[src/rtl/sbst_defines.svh]
`ifndef SBST_DEFINES_SVH
`define SBST_DEFINES_SVH

// register lengths
`define SBST_IR_W       3
`define SBST_ID_W       32
`define SBST_BSR_W      109

// identification word layout
`define SBST_ID_REV_HI  31
`define SBST_ID_REV_LO  28
`define SBST_ID_PART_HI 27
`define SBST_ID_PART_LO 12
`define SBST_ID_MAKR_HI 11
`define SBST_ID_MAKR_LO 1
`define SBST_ID_FIX_BIT 0

// instruction codes
`define SBST_OP_EXTEST  3'h0
`define SBST_OP_IDCODE  3'h1
`define SBST_OP_SAMPZ   3'h2
`define SBST_OP_SAMPLE  3'h4
`define SBST_OP_BYPASS  3'h7

// value captured into the instruction shifter
`define SBST_IR_CAPT    3'h1

// boundary cell indices (cell n sits at bit n-1)
`define SBST_CELL_GND_A 47
`define SBST_CELL_GND_B 63
`define SBST_CELL_OCTL  108

`endif

[src/rtl/sbst_pkg.sv]
`include "sbst_defines.svh"

package sbst_pkg;

  // tap controller states, gray steps in the order listed
  typedef enum logic [3:0] {
    SBST_TLR   = 4'h0,
    SBST_RTI   = 4'h1,
    SBST_SELDR = 4'h3,
    SBST_CAPDR = 4'h2,
    SBST_SHDR  = 4'h6,
    SBST_EX1DR = 4'h7,
    SBST_PSDR  = 4'h5,
    SBST_EX2DR = 4'h4,
    SBST_UPDR  = 4'hC,
    SBST_SELIR = 4'hD,
    SBST_CAPIR = 4'hF,
    SBST_SHIR  = 4'hE,
    SBST_EX1IR = 4'hA,
    SBST_PSIR  = 4'hB,
    SBST_EX2IR = 4'h9,
    SBST_UPIR  = 4'h8
  } sbst_state_t;

  // how each output pin group is sourced
  typedef struct packed {
    logic cq_upd;   // clock echo pins take update cells
    logic cq_hiz;   // clock echo pins float
    logic q_upd;    // data pins take update cells
    logic q_hiz;    // data pins float
  } sbst_pin_mode_t;

  // whole state of the tap
  typedef struct packed {
    sbst_state_t               st;
    logic [`SBST_IR_W-1:0]     ir_sh;
    logic [`SBST_IR_W-1:0]     ir;
    logic [`SBST_BSR_W-1:0]    dr_sh;
    logic [`SBST_BSR_W-1:0]    bsr_upd;
    logic                      tck_prev;
    logic                      tdo;
    logic                      tdo_oe_n;
    sbst_pin_mode_t            mode;
  } sbst_regs_t;

endpackage

[src/rtl/sbst_sync.sv]
`timescale 1ns/1ps

module sbst_sync #(
  parameter int W = 1
) (
  // clock and reset
  input  wire logic         i_sys_clk,
  input  wire logic         i_rstn,
  // asynchronous levels in, synchronised levels out
  input  wire logic [W-1:0] i_async,
  output logic      [W-1:0] o_sync
);

  logic [W-1:0] meta_r;

  // --------------------------------------------------------------
  // two-stage synchroniser
  // --------------------------------------------------------------
  // first stage feeds only the second
  always_ff @(posedge i_sys_clk)
  begin
    if (!i_rstn)
    begin
      meta_r <= '0;
      o_sync <= '0;
    end
    else
    begin
      meta_r <= i_async;
      o_sync <= meta_r;
    end
  end

endmodule // sbst_sync

[src/rtl/sbst_tap.sv]
// Function
// - 3/1/32/109-bit registers between serial pins
// - id: revision, part, maker, fixed one
// - cells 48 and 64 always capture low
// - extest drives output cells onto pins
// - extest captures input pin levels
// - extest in update-ir enables drivers
// - idcode loads fixed id on capture
// - idcode shifts id register in shift-dr
// - idcode current after reset or power-up
// - cell 109 gates data output drive
// - five tms-high edges reach reset state
// - serial output changes on falling edge
`timescale 1ns/1ps
`include "sbst_defines.svh"

module sbst_tap #(
  parameter logic [3:0]  ID_REV   = 4'h1,      // arbitrary value
  parameter logic [15:0] ID_PART  = 16'h0abc,  // arbitrary value
  parameter logic [10:0] ID_MAKER = 11'h055    // arbitrary value
) (
  // clock and reset
  input  wire logic                    i_sys_clk,
  input  wire logic                    i_rstn,
  // test port pins, asynchronous
  input  wire logic                    i_tck,
  input  wire logic                    i_tms,
  input  wire logic                    i_tdi,
  output logic                         o_tdo,
  output logic                         o_tdo_oe_n,
  // pad ring, asynchronous levels in
  input  wire logic [`SBST_BSR_W-1:0]  i_pad_lvl,
  // pad ring control
  output logic [`SBST_BSR_W-1:0]       o_bsr_upd,
  output sbst_pkg::sbst_pin_mode_t     o_pin_mode,
  output logic [`SBST_IR_W-1:0]        o_instr
);

  sbst_pkg::sbst_regs_t     r_r;
  sbst_pkg::sbst_regs_t     r_nxt;
  logic [2:0]               jtag_s;
  logic [`SBST_BSR_W-1:0]   pad_s;
  logic                     tck_s;
  logic                     tms_s;
  logic                     tdi_s;
  logic                     tck_rise;
  logic                     tck_fall;
  logic [`SBST_ID_W-1:0]    id_word;
  logic [`SBST_BSR_W-1:0]   capt_bsr;
  logic                     sel_bsr;
  logic                     sel_id;

  // ----------------------------------------------------------------
  // pin synchronisers
  // ----------------------------------------------------------------
  sbst_sync #(.W(3)) u_sync_jtag (
    .i_sys_clk (i_sys_clk),
    .i_rstn    (i_rstn),
    .i_async   ({i_tck, i_tms, i_tdi}),
    .o_sync    (jtag_s)
  );

  // pad capture may see transitions; only repeatable when pads are stable
  sbst_sync #(.W(`SBST_BSR_W)) u_sync_pad (
    .i_sys_clk (i_sys_clk),
    .i_rstn    (i_rstn),
    .i_async   (i_pad_lvl),
    .o_sync    (pad_s)
  );

  // ----------------------------------------------------------------
  // edge detect and fixed words
  // ----------------------------------------------------------------
  // tck is slow (>=50 ns) so system clock resolves each edge
  assign tck_s    = jtag_s[2];
  assign tms_s    = jtag_s[1];
  assign tdi_s    = jtag_s[0];
  assign tck_rise = tck_s & ~r_r.tck_prev;
  assign tck_fall = ~tck_s & r_r.tck_prev;

  // id rom contents
  always_comb
  begin
    id_word = '0;
    id_word[`SBST_ID_REV_HI:`SBST_ID_REV_LO]   = ID_REV;
    id_word[`SBST_ID_PART_HI:`SBST_ID_PART_LO] = ID_PART;
    id_word[`SBST_ID_MAKR_HI:`SBST_ID_MAKR_LO] = ID_MAKER;
    id_word[`SBST_ID_FIX_BIT]                  = 1'b1;
  end

  // boundary capture: pad levels, ground cells low, control cell kept
  always_comb
  begin
    capt_bsr                   = pad_s;
    capt_bsr[`SBST_CELL_GND_A] = 1'b0;
    capt_bsr[`SBST_CELL_GND_B] = 1'b0;
    capt_bsr[`SBST_CELL_OCTL]  = r_r.bsr_upd[`SBST_CELL_OCTL];
  end

  // data register selection; reserved codes fall back to bypass
  assign sel_bsr = (r_r.ir == `SBST_OP_EXTEST) || (r_r.ir == `SBST_OP_SAMPLE)
                || (r_r.ir == `SBST_OP_SAMPZ);
  assign sel_id  = (r_r.ir == `SBST_OP_IDCODE);

  // ----------------------------------------------------------------
  // next state
  // ----------------------------------------------------------------
  always_comb
  begin
    r_nxt          = r_r;
    r_nxt.tck_prev = tck_s;

    // controller steps on rising tck
    if (tck_rise)
    begin
      unique case (r_r.st)
        sbst_pkg::SBST_TLR:   r_nxt.st = tms_s ? sbst_pkg::SBST_TLR   : sbst_pkg::SBST_RTI;
        sbst_pkg::SBST_RTI:   r_nxt.st = tms_s ? sbst_pkg::SBST_SELDR : sbst_pkg::SBST_RTI;
        sbst_pkg::SBST_SELDR: r_nxt.st = tms_s ? sbst_pkg::SBST_SELIR : sbst_pkg::SBST_CAPDR;
        sbst_pkg::SBST_CAPDR: r_nxt.st = tms_s ? sbst_pkg::SBST_EX1DR : sbst_pkg::SBST_SHDR;
        sbst_pkg::SBST_SHDR:  r_nxt.st = tms_s ? sbst_pkg::SBST_EX1DR : sbst_pkg::SBST_SHDR;
        sbst_pkg::SBST_EX1DR: r_nxt.st = tms_s ? sbst_pkg::SBST_UPDR  : sbst_pkg::SBST_PSDR;
        sbst_pkg::SBST_PSDR:  r_nxt.st = tms_s ? sbst_pkg::SBST_EX2DR : sbst_pkg::SBST_PSDR;
        sbst_pkg::SBST_EX2DR: r_nxt.st = tms_s ? sbst_pkg::SBST_UPDR  : sbst_pkg::SBST_SHDR;
        sbst_pkg::SBST_UPDR:  r_nxt.st = tms_s ? sbst_pkg::SBST_SELDR : sbst_pkg::SBST_RTI;
        sbst_pkg::SBST_SELIR: r_nxt.st = tms_s ? sbst_pkg::SBST_TLR   : sbst_pkg::SBST_CAPIR;
        sbst_pkg::SBST_CAPIR: r_nxt.st = tms_s ? sbst_pkg::SBST_EX1IR : sbst_pkg::SBST_SHIR;
        sbst_pkg::SBST_SHIR:  r_nxt.st = tms_s ? sbst_pkg::SBST_EX1IR : sbst_pkg::SBST_SHIR;
        sbst_pkg::SBST_EX1IR: r_nxt.st = tms_s ? sbst_pkg::SBST_UPIR  : sbst_pkg::SBST_PSIR;
        sbst_pkg::SBST_PSIR:  r_nxt.st = tms_s ? sbst_pkg::SBST_EX2IR : sbst_pkg::SBST_PSIR;
        sbst_pkg::SBST_EX2IR: r_nxt.st = tms_s ? sbst_pkg::SBST_UPIR  : sbst_pkg::SBST_SHIR;
        sbst_pkg::SBST_UPIR:  r_nxt.st = tms_s ? sbst_pkg::SBST_SELDR : sbst_pkg::SBST_RTI;
      endcase

      // reset state parks the default instruction at once, so pins let go
      if (r_nxt.st == sbst_pkg::SBST_TLR)
        r_nxt.ir = `SBST_OP_IDCODE;

      // actions belong to the state being left on this edge
      unique case (r_r.st)
        sbst_pkg::SBST_TLR:
        begin
          r_nxt.ir = `SBST_OP_IDCODE;
        end
        sbst_pkg::SBST_CAPIR:
        begin
          r_nxt.ir_sh = `SBST_IR_CAPT;
        end
        sbst_pkg::SBST_SHIR:
        begin
          r_nxt.ir_sh = {tdi_s, r_r.ir_sh[`SBST_IR_W-1:1]};
        end
        sbst_pkg::SBST_UPIR:
        begin
          r_nxt.ir = r_r.ir_sh;
        end
        sbst_pkg::SBST_CAPDR:
        begin
          if (sel_id)
            r_nxt.dr_sh[`SBST_ID_W-1:0] = id_word;
          else if (sel_bsr)
            r_nxt.dr_sh = capt_bsr;
          else
            r_nxt.dr_sh[0] = 1'b0;
        end
        sbst_pkg::SBST_SHDR:
        begin
          if (sel_bsr)
            r_nxt.dr_sh = {tdi_s, r_r.dr_sh[`SBST_BSR_W-1:1]};
          else if (sel_id)
            r_nxt.dr_sh[`SBST_ID_W-1:0] = {tdi_s, r_r.dr_sh[`SBST_ID_W-1:1]};
          else
            r_nxt.dr_sh[0] = tdi_s;
        end
        sbst_pkg::SBST_UPDR:
        begin
          if (r_r.ir == `SBST_OP_EXTEST || r_r.ir == `SBST_OP_SAMPLE)
            r_nxt.bsr_upd = r_r.dr_sh;
        end
        default:
        begin
          r_nxt.ir_sh = r_r.ir_sh;
        end
      endcase
    end

    // serial output moves only on falling tck
    if (tck_fall)
    begin
      r_nxt.tdo      = (r_r.st == sbst_pkg::SBST_SHIR) ? r_r.ir_sh[0] : r_r.dr_sh[0];
      r_nxt.tdo_oe_n = !((r_r.st == sbst_pkg::SBST_SHIR)
                      || (r_r.st == sbst_pkg::SBST_SHDR));
    end

    // pin sourcing follows current instruction and control cell
    r_nxt.mode = '0;
    if (r_r.ir == `SBST_OP_EXTEST)
    begin
      r_nxt.mode.cq_upd = 1'b1;
      r_nxt.mode.q_upd  = r_r.bsr_upd[`SBST_CELL_OCTL];
      r_nxt.mode.q_hiz  = !r_r.bsr_upd[`SBST_CELL_OCTL];
    end
    else if (r_r.ir == `SBST_OP_SAMPZ)
    begin
      r_nxt.mode.cq_hiz = 1'b1;
      r_nxt.mode.q_hiz  = 1'b1;
    end
  end

  // ----------------------------------------------------------------
  // state register
  // ----------------------------------------------------------------
  // reset stands in for power-up: reset state, idcode current
  always_ff @(posedge i_sys_clk)
  begin
    if (!i_rstn)
    begin
      r_r          <= '0;
      r_r.st       <= sbst_pkg::SBST_TLR;
      r_r.ir       <= `SBST_OP_IDCODE;
      r_r.ir_sh    <= `SBST_IR_CAPT;
      r_r.tdo_oe_n <= 1'b1;
    end
    else
    begin
      r_r <= r_nxt;
    end
  end

  // outputs straight from flops
  assign o_tdo      = r_r.tdo;
  assign o_tdo_oe_n = r_r.tdo_oe_n;
  assign o_bsr_upd  = r_r.bsr_upd;
  assign o_pin_mode = r_r.mode;
  assign o_instr    = r_r.ir;

endmodule // sbst_tap

[config.mk]
export PLATFORM = sky130hd
export DESIGN_NAME = sbst_tap
export DESIGN_NICKNAME = d
export VERILOG_FILES = /design/src/rtl/sbst_pkg.sv /design/src/rtl/sbst_sync.sv /design/src/rtl/sbst_tap.sv
export VERILOG_INCLUDE_DIRS = /design/src /design/src/rtl
export SDC_FILE = /design/constraint.sdc
export NUM_CORES = 1
export LEC_CHECK = 0
export BUFFER_PORTS_ARGS = -buffer_cell sky130_fd_sc_hd__buf_4
export CORE_ASPECT_RATIO = 0.8
export CORE_MARGIN = 2
export CORE_UTILIZATION = 40
export CTS_CLUSTER_SIZE = 30
export DETAILED_ROUTE_END_ITERATION = 6
export HOLD_SLACK_MARGIN = 0.08
export PLACE_DENSITY = 0.67
export SETUP_SLACK_MARGIN = 0.05
export SLEW_MARGIN = 10
export SYNTH_ARGS = -nofsm -noshare
export SYNTH_HDL_FRONTEND = slang
export SYNTH_SLANG_ARGS = --single-unit
[constraint.sdc]
create_clock -name i_sys_clk -period 2.2 [get_ports i_sys_clk]
set_input_delay 0.44 -clock i_sys_clk [delete_from_list [all_inputs] [get_ports i_sys_clk]]
set_output_delay 0.44 -clock i_sys_clk [all_outputs]
set_load 0.02 [all_outputs]
==> results, run 1 <==
- The mapped cell area is 16450 um2.
- The number of max-slew violations in the final report came to 0.
- The max-capacitance violation count is 0.
- At the pin with the least slew margin, the transition time is 1070 ps.
- The area growth from synthesis to layout is 21.76%.
- The critical path crosses 5 cells after its start point.
- The longest individual stage delay on the worst path is ~800 ps.
- The worst hold slack after final layout is 104.6 ps.
- Clock-pin slew was measured on the worst setup and hold paths at 60 ps.
- Counting every instance in the synthesized netlist gives 1745.
- The capturing element type of the critical path is a register.
- The combined global-route utilization of all metal layers is 16.51%.
- The post-synthesis net count is roughly 1900.
- The placed wire-length estimate after detailed placement is 22450 um.
- The number of global-route vias before repair was 10960.
- The category of the critical setup timing path is register to register.
- The most frequently used flop master after synthesis is sky130_fd_sc_hd__dfxtp_1.
- After synthesis the netlist holds a flip-flop and latch count of ~450.
- The wire length after detailed routing is 36260 um.
- The cell depth of the worst hold path is 2.
- The fraction of layout cells with a size suffix above 1 is 18.22%.
- The routability congestion estimate is 0.7955.
- The via density per instance is ~4.8.
- Setup repair after global routing left no endpoint under its margin.
- The H-tree was split into 2 levels.
- The global-route congestion overflow total is 0.
- The analysis attributes to cell leakage a power of just under 9 nW.
- The area inside the core boundary is just over 40000 um2.
- In this run the worst path has a maximum fanout of 21.
- The count of buffers inserted at the top-level ports is 228.
- The buffer levels on the longest clock path is 3.
- The signal arrival time at the worst endpoint is 2480 ps.
- The total number of nets in the final design is 1981.
- The number of design-rule violations left by the first detailed-router iteration is 747.
- Across all layers, the routed design uses 11720 vias.
- The share of synthesized registers carrying an async set or reset is 0%.
- In this run the power density over the cells is 856.9 nW/um2.
- The class of the worst hold path is primary input to register.
- The number of buffers inserted during clock tree synthesis is 46.
- Together, buffers and inverters on the worst path number 1.
- TritonCTS built the clock tree.
- The run finished with clean final reports.
- In the final routed layout, each cell accounts on average for 14.80 um.
- For this design, the slowest cell found on the critical path is sky130_fd_sc_hd__a21oi_2.
- The final core utilization is 49.29%.
- The count of nets left with antenna violations after detail routing is 0.
- The total design power is 17.16 mW.
- The floorplan step set the die height to about 190 um.
- The sequential fraction of the synthesis area is between 50% and 60%.
- 0 antenna diodes ended up in the layout.
- Entering global routing, the biggest net connects 147 pins.
- The maximum clock frequency is 0.5003 GHz.
- The number of sinks handled by clock tree synthesis is approximately 450.
- The final-layout fill cell count is 3769.
- The cell family contributing the most delay on the critical path is compound AO/OA/AOI/OAI gates.
- The later pin in the worst-skew pair is clocked with a latency of 570 ps.
- The floorplan row count is 66.
- The cell sitting at the root of the clock tree is a sky130_fd_sc_hd__clkbuf_16.
- The floorplan step defined a die boundary enclosing about 43000 um2.
- The unique cell type count in the Yosys netlist is between 40 and 50.
- The starting density of the core is around two fifths.
- The first global-routing pass estimated 57280 um of wire.
- The number of antenna violations at the first check in global routing is 0.
- The detailed-routing iteration count for the pre-antenna-repair pass is 5.
- Traced cell by cell, the critical path runs through buf_4 > nor4bb_4 > a21oi_2 > a22oi_1 > a21oi_1.
- Counting flops with a built-in enable in the synthesized netlist gives 0.
- Setup violations remaining at the end of the flow were counted as 0.
- Measured along the x axis, the die boundary spans 230.7 um.
- The I/O pin count is 232.
- The number of failing hold endpoints at the final stage is 0.
- The DRC violation count after routing is 0.
- The total of warnings raised by yosys is 0.
- The number of cells on the worst reg-to-reg path is 5.
- A synthesized cell averages 9.425 um2.
- The final critical delay including setup and external delays is 1999 ps.
- The peak supply drop is 0.4617 mV.
- For the worst setup path, the data required time is between 2000 and 3000 ps.
- In this run the tightest slew margin relative to its limit is 28.66%.
- For the final database, setup skew stands at 20.64 ps.
- In the finished design, the share of the clock period the worst path needs comes to 90.85%.
- The final-layout setup total negative slack is 0 ps.
- The worst setup path is launched from a register.
through the flow:
| step | setup WS (ps) | std cells | cell area, um2 |
|---|---|---|---|
| 2_1_floorplan | 584.5 | 1745 | 16450 |
| 3_3_place_gp | 286.9 | 2297 | 17750 |
| 3_5_place_dp | 219.9 | 2297 | 17750 |
| 4_1_cts | 196.8 | 2446 | 19990 |
| 5_1_grt | 54.44 | 2449 | 20030 |
| 6_report | 201.3 | 2449 | 20030 |
cells by family after synthesis:
logic type / after synthesis / share of synthesized area [%]
compound gates: 299 / 13.82
flops: 453 / 55.14
simple gates: 734 / 21.37
fa+ha+maj: 1 / 0.06086
buf+inv: 249 / 9.053
xor+xnor: 1 / 0.05326
mux: 8 / 0.5021
repair_timing:
item	in CTS	in global routing
hold endpoints to repair	63	3
endpoints found under the setup margin	0	2
gates resized for setup	0	2
hold buffers	63	3
buffers inserted	0	0
metal layers:
metal	up-vias	global-route usage [%]	routed length (um)
li1	5864	-	-
met1	5507	23.04	17420
met2	284	25.82	16090
met3	66	3.171	1890
met4	0	5.110	861
met5	-	0	0
final cells by class:
class	count	area, um2	share of cell area, %
inverter	3	11.26	0.05623
multi-input combinational	1043	5931	29.61
clock inverter	23	261.5	1.306
tap	544	680.7	3.399
timing repair buffer	320	2729	13.63
sequential	453	9069	45.28
clock buffer	63	1345	6.716
sequential cells by signal, indices dropped and copies added (netlist names):
name,cells
o_bsr_upd,109
o_tdo_oe_n,1
o_pin_mode,4
o_instr,3
u_sync_pad.meta_r,106
u_sync_jtag.o_sync,3
u_sync_jtag.meta_r,3
o_tdo,1
u_sync_pad.o_sync,106
r_r,117
synth_stat cells (2+ instances only):
cell type                  number  share of area, %
sky130_fd_sc_hd__and4_1         2              0.11
sky130_fd_sc_hd__buf_6          9              0.62
sky130_fd_sc_hd__nand2_1      399               9.1
sky130_fd_sc_hd__clkbuf_1      83               1.9
sky130_fd_sc_hd__buf_4        119               5.4
sky130_fd_sc_hd__a21boi_0     110               5.0
sky130_fd_sc_hd__a21boi_1       2             0.091
sky130_fd_sc_hd__nand4b_1       2              0.11
sky130_fd_sc_hd__a21oi_1       25              0.76
sky130_fd_sc_hd__buf_1          3             0.068
sky130_fd_sc_hd__mux2_2         2              0.14
sky130_fd_sc_hd__inv_1          3             0.068
sky130_fd_sc_hd__nand2b_1       5              0.19
sky130_fd_sc_hd__nor2b_1        4              0.15
sky130_fd_sc_hd__nor2_1        10              0.23
sky130_fd_sc_hd__a22oi_1       20              0.91
sky130_fd_sc_hd__and2_1       221               8.4
sky130_fd_sc_hd__dfxtp_1      453                55
sky130_fd_sc_hd__nor3_1         2             0.061
sky130_fd_sc_hd__nor4_1         2             0.076
sky130_fd_sc_hd__mux2i_1        6              0.37
sky130_fd_sc_hd__nand3_1       77               2.3
sky130_fd_sc_hd__o22ai_1       25              0.95
sky130_fd_sc_hd__a31oi_1        4              0.15
sky130_fd_sc_hd__buf_2         32              0.97
sky130_fd_sc_hd__o211a_1       76               4.6
sky130_fd_sc_hd__o21ai_0       28              0.85
final timing paths:
path,start,to,slack [ps]
min reg2reg,u_sync_pad.meta_r[97],u_sync_pad.o_sync[97],420
min,i_pad_lvl[83],u_sync_pad.meta_r[83],100
max,r_r[232],r_r[140],200
max reg2reg,r_r[232],r_r[140],200
where the power goes:
part | internal [mW] | switching [mW] | total [mW]
registers | 8.40 | 0.0553 | 8.45
clock network | 4.79 | 3.30 | 8.10
logic | 0.364 | 0.246 | 0.610
total | 13.6 | 3.60 | 17.2
worst register-to-register path, stage by stage (launching register included):
cell	delay, ps
sky130_fd_sc_hd__dfxtp_1	310
sky130_fd_sc_hd__buf_4	200
sky130_fd_sc_hd__nor4bb_4	210
sky130_fd_sc_hd__a21oi_2	780
sky130_fd_sc_hd__a22oi_1	190
sky130_fd_sc_hd__a21oi_1	220
layout by cell type, fill, tap and decap left out, types with 6 or more instances in the layout:
| cell type | Yosys | layout |
|---|---|---|
| sky130_fd_sc_hd__a22oi_1 | 20 | 20 |
| sky130_fd_sc_hd__clkbuf_8 | 0 | 13 |
| sky130_fd_sc_hd__dfxtp_1 | 453 | 453 |
| sky130_fd_sc_hd__a21oi_1 | 25 | 25 |
| sky130_fd_sc_hd__nand3_1 | 77 | 77 |
| sky130_fd_sc_hd__nor2_1 | 10 | 10 |
| sky130_fd_sc_hd__o211a_1 | 76 | 76 |
| sky130_fd_sc_hd__a21boi_0 | 110 | 110 |
| sky130_fd_sc_hd__nand2_1 | 399 | 399 |
| sky130_fd_sc_hd__o22ai_1 | 25 | 25 |
| sky130_fd_sc_hd__clkinv_2 | 0 | 8 |
| sky130_fd_sc_hd__clkbuf_16 | 0 | 46 |
| sky130_fd_sc_hd__buf_4 | 119 | 240 |
| sky130_fd_sc_hd__o21ai_0 | 28 | 28 |
| sky130_fd_sc_hd__dlygate4sd3_1 | 0 | 66 |
| sky130_fd_sc_hd__and2_1 | 221 | 221 |
| sky130_fd_sc_hd__mux2i_1 | 6 | 6 |
| sky130_fd_sc_hd__buf_12 | 0 | 12 |
Note: power is estimated with default switching activity, not from simulation.
==> inputs of run 2 (changes only) <==
--- a/config.mk
+++ b/config.mk
@@ -8,7 +8,6 @@
 export LEC_CHECK = 0
 export BUFFER_PORTS_ARGS = -buffer_cell sky130_fd_sc_hd__buf_4
 export CORE_ASPECT_RATIO = 0.8
-export CORE_MARGIN = 2
 export CORE_UTILIZATION = 40
 export CTS_CLUSTER_SIZE = 30
 export DETAILED_ROUTE_END_ITERATION = 6
==> results, run 2 (synthesis gave the netlist of run 1 again) <==
- The flow ran to the end, and the final reports show no timing, DRC or antenna violations.
- The least setup slack across all paths after layout was 233.9 ps (+32.51 ps).
- The number of design-rule violations left by the first detailed-router iteration is 606 (-19%).
- The combinational share of power was 3.4% (-0.2 points).
- The number of max-slew violations in the final report came to 0 (unchanged).
- The final-layout setup total negative slack was 0 ps (unchanged).
- The floorplan row count came to 66 (unchanged).
- The clock latency at the later pin of the worst-skew pair came to 550 ps (-20 ps).
- The proportion of power drawn by flip-flops and latches is 50.8% (+1.5 points).
- The final count of negative-setup-slack endpoints is 0 (unchanged).
- The starting density of the core is 40.48% (unchanged).
- The internal power summed over all cells is 13.15 mW (-3.0%).
- The combined global-route utilization of all metal layers came to 16.81% (+0.31 points).
- The peak supply drop is 0.4981 mV (+7.9%).
- The worst slew slack as a fraction of its limit is 23.70% (-5.0 points).
- The signal arrival time at the worst endpoint is 2430 ps (-50 ps).
- The number of antenna violations at the first check in global routing was 1 (+1).
- The number of failing hold endpoints at the final stage is 0 (unchanged).
- The most common cell after layout, fill and taps aside is sky130_fd_sc_hd__dfxtp_1.
- The number of sinks handled by clock tree synthesis is 453 (unchanged).
- The reported leakage power is 8.510 nW (-1.8%).
- The average wire per cell in the routed design was 14.78 um (-0.16%).
- The max-capacitance violation count came to 0 (unchanged).
- The clock network power share is 45.7% (-1.5 points).
- The TritonCTS clock tree is done.
- The pin count of the biggest net entering global routing is 161 (+9.5%).
- The count of nets left with antenna violations after detail routing is 0 (unchanged).
- The area inside the core boundary is 40630 um2 (unchanged).
- The total non-filler cell area in the finished layout is 19680 um2 (-1.7%).
- The worst setup slack before clock tree synthesis came to 154.5 ps (-65.40 ps).
- The routability congestion estimate is 0.8017 (+0.78%).
- The fraction of layout cells with a size suffix above 1 is 18.01% (-0.21 points).
- The library cells used most frequently in the layout, excluding fill and tap cells, are 453 x sky130_fd_sc_hd__dfxtp_1, 399 x sky130_fd_sc_hd__nand2_1, 239 x sky130_fd_sc_hd__buf_4.
- The number of global-route vias before repair is 10930 (-0.26%).
- The via density per instance came to 4.770 (-0.35%).
- The capturing element type of the critical path is a register.
- The global-route wire length before repair came to 57670 um (+0.68%).
- The clock-pin slew reported for the worst setup and hold paths after clock tree synthesis is 60 ps (about the same).
- Setup repair after global routing left no endpoint under its margin.
- The number of buffers inserted during clock tree synthesis is 45 (-2.2%).
- The final critical delay including setup and external delays came to 1966 ps (-32.51 ps).
- The buffer levels on the longest clock path was 3 (unchanged).
- The share of the clock period used by the worst path after layout was 89.37% (-1.5 points).
- The critical path startpoint category is a register.
- The worst hold path belongs to the class primary input to register.
- The cell area after placement is 17760 um2 (about the same).
- The count of buffers inserted at the top-level ports came to 228 (unchanged).
- The placed wire-length estimate after detailed placement came to 22410 um (-0.18%).
- The pin slew with the least headroom to its limit is 1144 ps (+74.36 ps).
- The antenna diode instance count is 0 (unchanged).
- The most flop-heavy register is r_r.
- The detailed-routing iteration count for the pre-antenna-repair pass is 5 (unchanged).
- In this run the clock root is driven by a sky130_fd_sc_hd__clkbuf_16.
- The total number of nets in the final design is 1955 (-1.3%).
- The number of flip-flops under the largest register name is 117 (unchanged).
- The category of the critical setup timing path is register to register.
- The number of H-tree levels is 2 (unchanged).
- The area of the die was 41940 um2 (-1.9%).
- The wire length after detailed routing is 35780 um (-1.3%).
- The via count of the routed design was 11550 (-1.5%).
- The switching power is 3.486 mW (-3.3%).
- The final-layout fill cell count is 3855 (+2.3%).
- The count of instances resized after the clock tree is built is 0 (unchanged).
- The maximum clock frequency is 0.5086 GHz (+1.7%).
- The data required time of the worst path was 2660 ps (-20 ps).
- The peak fanout along the critical path was 19 (-9.5%).
- The I/O pin count came to 232 (unchanged).
- The x dimension of the die is 228.7 um (-0.87%).
- The die height is 183.4 um (-1.1%).
- The post-synthesis to final-layout area growth is 19.64%.
- The switching share of total power was 20.95% (-0.056 points).
- The DRC violation count after routing is 0 (unchanged).
- The global-route congestion overflow total is 0 (unchanged).
- The worst clock skew is 16.10 ps (-4.533 ps).
- The total power divided by cell area was 845.6 nW/um2 (-1.3%).
-- run 2: cell count changes in the layout (fill, tap and decap cells not counted), moves of 2 or more --
cell and delta:
sky130_fd_sc_hd__clkbuf_1 +5, sky130_fd_sc_hd__clkinv_4 -3, sky130_fd_sc_hd__dlygate4sd3_1 -25, sky130_fd_sc_hd__buf_12 +2, sky130_fd_sc_hd__clkbuf_8 -2, sky130_fd_sc_hd__bufinv_16 -3
-- run 2: critical path, stage by stage (launching register included) --
cell and delay, ps:
sky130_fd_sc_hd__dfxtp_1 330, sky130_fd_sc_hd__buf_4 230, sky130_fd_sc_hd__nor4bb_4 90, sky130_fd_sc_hd__a21oi_2 830, sky130_fd_sc_hd__a22oi_1 160, sky130_fd_sc_hd__a21oi_1 220
-- run 2: layout make-up --
type                       count  area, um2  share of cell area, %
clock inverter                16      125.1                 0.6359
inverter                       3      11.26                0.05723
sequential                   453       9069                  46.09
clock buffer                  67       1361                  6.918
multi-input combinational   1043       5929                  30.13
tap                          544      680.7                  3.459
timing repair buffer         295       2500                  12.71
-- run 2: metal layers --
layer  share of wire, %  wire length, um  vias up  GRT usage, %
li1                   -                -     5808             -
met1                 48            17130     5434         23.09
met2                 45            16100      253         26.78
met3                5.1             1840       52         3.249
met4                2.0              708        0         4.859
met5                  0                0        -             0
-- run 2: path summary, 6_finish.rpt --
path / startpoint / end / slack (ps) / cells past startpoint
worst min register to register: u_sync_jtag.meta_r[1] / u_sync_jtag.o_sync[1] / 430 / 1
worst max register to register: r_r[231] / r_r[146] / 230 / 5
worst max-delay path: r_r[231] / r_r[146] / 230 / 5
worst min-delay path: i_pad_lvl[88] / u_sync_pad.meta_r[88] / 110 / 2
-- run 2: power groups by stage --
stage | combinational (mW) | clock [mW] | sequential, mW
after CTS | 0.576 | 7.81 | 8.46
after detailed placement | 0.514 | 0 | 8.64
after floorplan | 0.293 | 0 | 8.61
after global routing | 0.632 | 8.16 | 8.47
after global placement | 0.506 | 0 | 8.64
final | 0.569 | 7.61 | 8.46
-- run 2: per-stage QoR --
step           power [mW]  std cells  util [%]  hold WS [ps]
2_1_floorplan       8.907       1745         -         411.9
3_3_place_gp        9.143       2296     43.71         417.1
3_5_place_dp        9.153       2296     43.71         416.9
4_1_cts             16.84       2420     48.38         80.03
5_1_grt             17.26       2421     48.43         85.00
6_report            16.64       2421     48.43         106.0
-- run 2: repair_timing --
action	CTS	global route
setup endpoints to repair	0	20
endpoints found under the hold margin	41	0
hold buffers	41	0
setup buffers	0	1
==> inputs of run 3 (changes only) <==
--- a/config.mk
+++ b/config.mk
@@ -8,11 +8,12 @@
 export LEC_CHECK = 0
 export BUFFER_PORTS_ARGS = -buffer_cell sky130_fd_sc_hd__buf_4
 export CORE_ASPECT_RATIO = 0.8
-export CORE_UTILIZATION = 40
+export CORE_MARGIN = 1.5
+export CORE_UTILIZATION = 45
 export CTS_CLUSTER_SIZE = 30
 export DETAILED_ROUTE_END_ITERATION = 6
 export HOLD_SLACK_MARGIN = 0.08
-export PLACE_DENSITY = 0.67
+export PLACE_DENSITY = 0.73
 export SETUP_SLACK_MARGIN = 0.05
 export SLEW_MARGIN = 10
 export SYNTH_ARGS = -nofsm -noshare
==> constraint.sdc (replaced) <==
create_clock -name i_sys_clk -period 2.2 [get_ports i_sys_clk]
set_input_delay 0.11 -clock i_sys_clk [delete_from_list [all_inputs] [get_ports i_sys_clk]]
set_output_delay 0.11 -clock i_sys_clk [all_outputs]
set_load 0.02 [all_outputs]
==> results, run 3 (synthesis gave the netlist of run 1 again) <==
- The flow ran to the end, and the final reports show no timing, DRC or antenna violations.
- The global-route wire length before repair came to 60170 um (+4.3%).
- The number of H-tree levels is 2 (unchanged).
- The number of antenna violations at the first check in global routing is 0 (-1).
- The fraction of layout cells with a size suffix above 1 is 17.04% (-0.97 points).
- The pin slew with the least headroom to its limit came to 599.2 ps (-545.3 ps).
- The max-capacitance violation count is 0 (unchanged).
- The number of max-slew violations in the final report came to 0 (unchanged).
- The final-layout setup total negative slack is 0 ps (unchanged).
- In this run the most critical hold path is launched from i_pad_lvl[45].
- The global-route congestion overflow total is 0 (unchanged).
- The worst register-to-register path begins at r_r[232].
- The I/O pin count is 232 (unchanged).
- Setup repair after global routing left no endpoint under its margin.
- The clock-pin slew reported for the worst setup and hold paths after clock tree synthesis is 60 ps (about the same).
- The die height was 174.0 um (-5.1%).
- The total placed cells including tap cells is 2242 (-2.4%).
- The DRC violation count after routing is 0 (unchanged).
- The reg-to-reg critical path endpoint is r_r[157].
- The floorplan row count came to 62 (-6.1%).
- The average wire per cell in the routed design was 15.29 um (+3.4%).
- The number of global-route vias before repair is 11620 (+6.4%).
- The final count of negative-setup-slack endpoints was 0 (unchanged).
- The placed wire-length estimate after detailed placement is 22390 um (about the same).
- The post-CTS setup repair buffer count is 0 (unchanged).
- The critical path startpoint category is a register.
- The most flop-heavy register is r_r.
- The number of buffers inserted during clock tree synthesis came to 44 (-2.2%).
- The routability congestion estimate is 0.8014 (about the same).
- The worst min-delay path endpoint is u_sync_pad.meta_r[45].
- The most common cell after layout, fill and taps aside is sky130_fd_sc_hd__dfxtp_1.
- The pin count of the biggest net entering global routing is 158 (-1.9%).
- The cell depth of the worst hold path is 3 (+1).
- The number of sinks handled by clock tree synthesis is 453 (unchanged).
- The top cell types in the final layout, fill and taps aside, are 453 x sky130_fd_sc_hd__dfxtp_1, 399 x sky130_fd_sc_hd__nand2_1, 250 x sky130_fd_sc_hd__buf_4.
- The combined global-route utilization of all metal layers is 19.65% (+2.8 points).
- The worst slew slack as a fraction of its limit is 60.00% (+36 points).
- The area growth from synthesis to layout is 24.59%.
- The via density per instance is 4.912 (+3.0%).
- The signal arrival time at the worst endpoint came to 2410 ps (-20 ps).
- In this run the clock root is driven by a sky130_fd_sc_hd__clkbuf_16.
- The number of cells on the worst reg-to-reg path is 5 (unchanged).
- The maximum clock frequency came to 0.5065 GHz (-0.41%).
- The critical path is of the register to register type.
- The area inside the core boundary is 35920 um2 (-12%).
- The total design power is 16.50 mW (-0.85%).
- The post-route non-filler standard cell count is 2452 (+1.3%).
- The clock latency at the later pin of the worst-skew pair is 550 ps (about the same).
- STA classifies the critical path endpoint as a register.
- The final-layout fill cell count is 2996 (-22%).
- The number of design-rule violations left by the first detailed-router iteration is 884 (+46%).
- The starting density of the core is 45.79% (+5.3 points).
- TritonCTS built the clock tree.
- The total number of nets in the final design is 2056 (+5.2%).
- The min-delay analysis places its worst path in the category primary input to register.
- The x dimension of the die is 216.7 um (-5.2%).
- The reported leakage power is 8.915 nW (+4.8%).
- The share of the clock period used by the worst path after layout is 89.74% (+0.37 points).
- The wire length after detailed routing was 37480 um (+4.7%).
- The detailed-routing iteration count for the pre-antenna-repair pass is 5 (unchanged).
- The number of flip-flops under the largest register name is 117 (unchanged).
- The final critical delay including setup and external delays came to 1974 ps (+8.121 ps).
- The count of nets left with antenna violations after detail routing is 0 (unchanged).
- The buffer levels on the longest clock path is 3 (unchanged).
- The number of failing hold endpoints at the final stage is 0 (unchanged).
- The final core utilization is 57.05% (+8.6 points).
- The total power divided by cell area is 805.1 nW/um2 (-4.8%).
- The via count of the routed design is 12040 (+4.3%).
- The count of buffers inserted at the top-level ports is 228 (unchanged).
- The data required time of the worst path is 2640 ps (-20 ps).
- The area of the die came to 37710 um2 (-10%).
- The antenna diode instance count is 0 (unchanged).
- The peak supply drop is 0.5034 mV (+1.1%).
- The peak fanout along the critical path was 40 (+21).
- The worst clock skew came to 29.91 ps (+13.80 ps).
- The slack of the worst reg-to-reg path came to 230 ps (about the same).
-- run 3: cell type report --
| type | count | area [um2] | share of cell area [%] |
|---|---|---|---|
| inverters | 3 | 11.26 | 0.05496 |
| well taps | 480 | 600.6 | 2.931 |
| clock buffers | 65 | 1282 | 6.259 |
| repair buffers | 397 | 3473 | 16.95 |
| flip-flops and latches | 453 | 9069 | 44.26 |
| multi-input cells | 1043 | 5929 | 28.94 |
| clock inverters | 11 | 125.1 | 0.6106 |
-- run 3: critical path, cell delays in order, from the launching register on --
cell and delay, ps:
sky130_fd_sc_hd__dfxtp_1 420, sky130_fd_sc_hd__or3b_4 450, sky130_fd_sc_hd__nor3b_4 270, sky130_fd_sc_hd__buf_4 400
sky130_fd_sc_hd__nand3_1 140, sky130_fd_sc_hd__o211a_1 160
-- run 3: per-stage QoR --
stage | hold WS, ps | setup WS, ps | cell area, um2
2_1_floorplan | 237.3 | 584.5 | 16450
3_3_place_gp | 320.1 | 281.0 | 17740
3_5_place_dp | 321.0 | 266.6 | 17740
4_1_cts | 282.0 | 210.5 | 20490
5_1_grt | 301.6 | 91.71 | 20490
6_report | 311.1 | 225.7 | 20490
-- run 3: repair_timing --
item,4_1_cts,5_1_grt
endpoints found under the hold margin,147,0
resized for setup,0,0
hold buffers,134,0
-- run 3: report_power, final --
group / internal (mW) / leakage (nW) / switching (mW)
sequential: 8.40 / 3.70 / 0.0611
clock: 4.27 / 0.684 / 3.06
combinational: 0.439 / 4.53 / 0.272
total: 13.1 / 8.92 / 3.39
-- run 3: per-layer routing --
metal	share of wire, %	GRT usage (%)
met1	46	26.76
met2	46	31.73
met3	6.5	3.710
met4	1.9	5.729
met5	0	0
-- run 3: how the worst max path moves through the flow --
stage	cells after the start	from	slack (ps)	end
6_report	5	r_r[232]	230	r_r[157]
5_1_grt	5	r_r[232]	90	r_r[163]
4_1_cts	5	r_r[232]	210	r_r[157]
3_5_place_dp	5	r_r[232]	270	r_r[163]
3_3_place_gp	5	r_r[232]	280	r_r[167]
2_1_floorplan	7	r_r[231]	580	r_r[219]
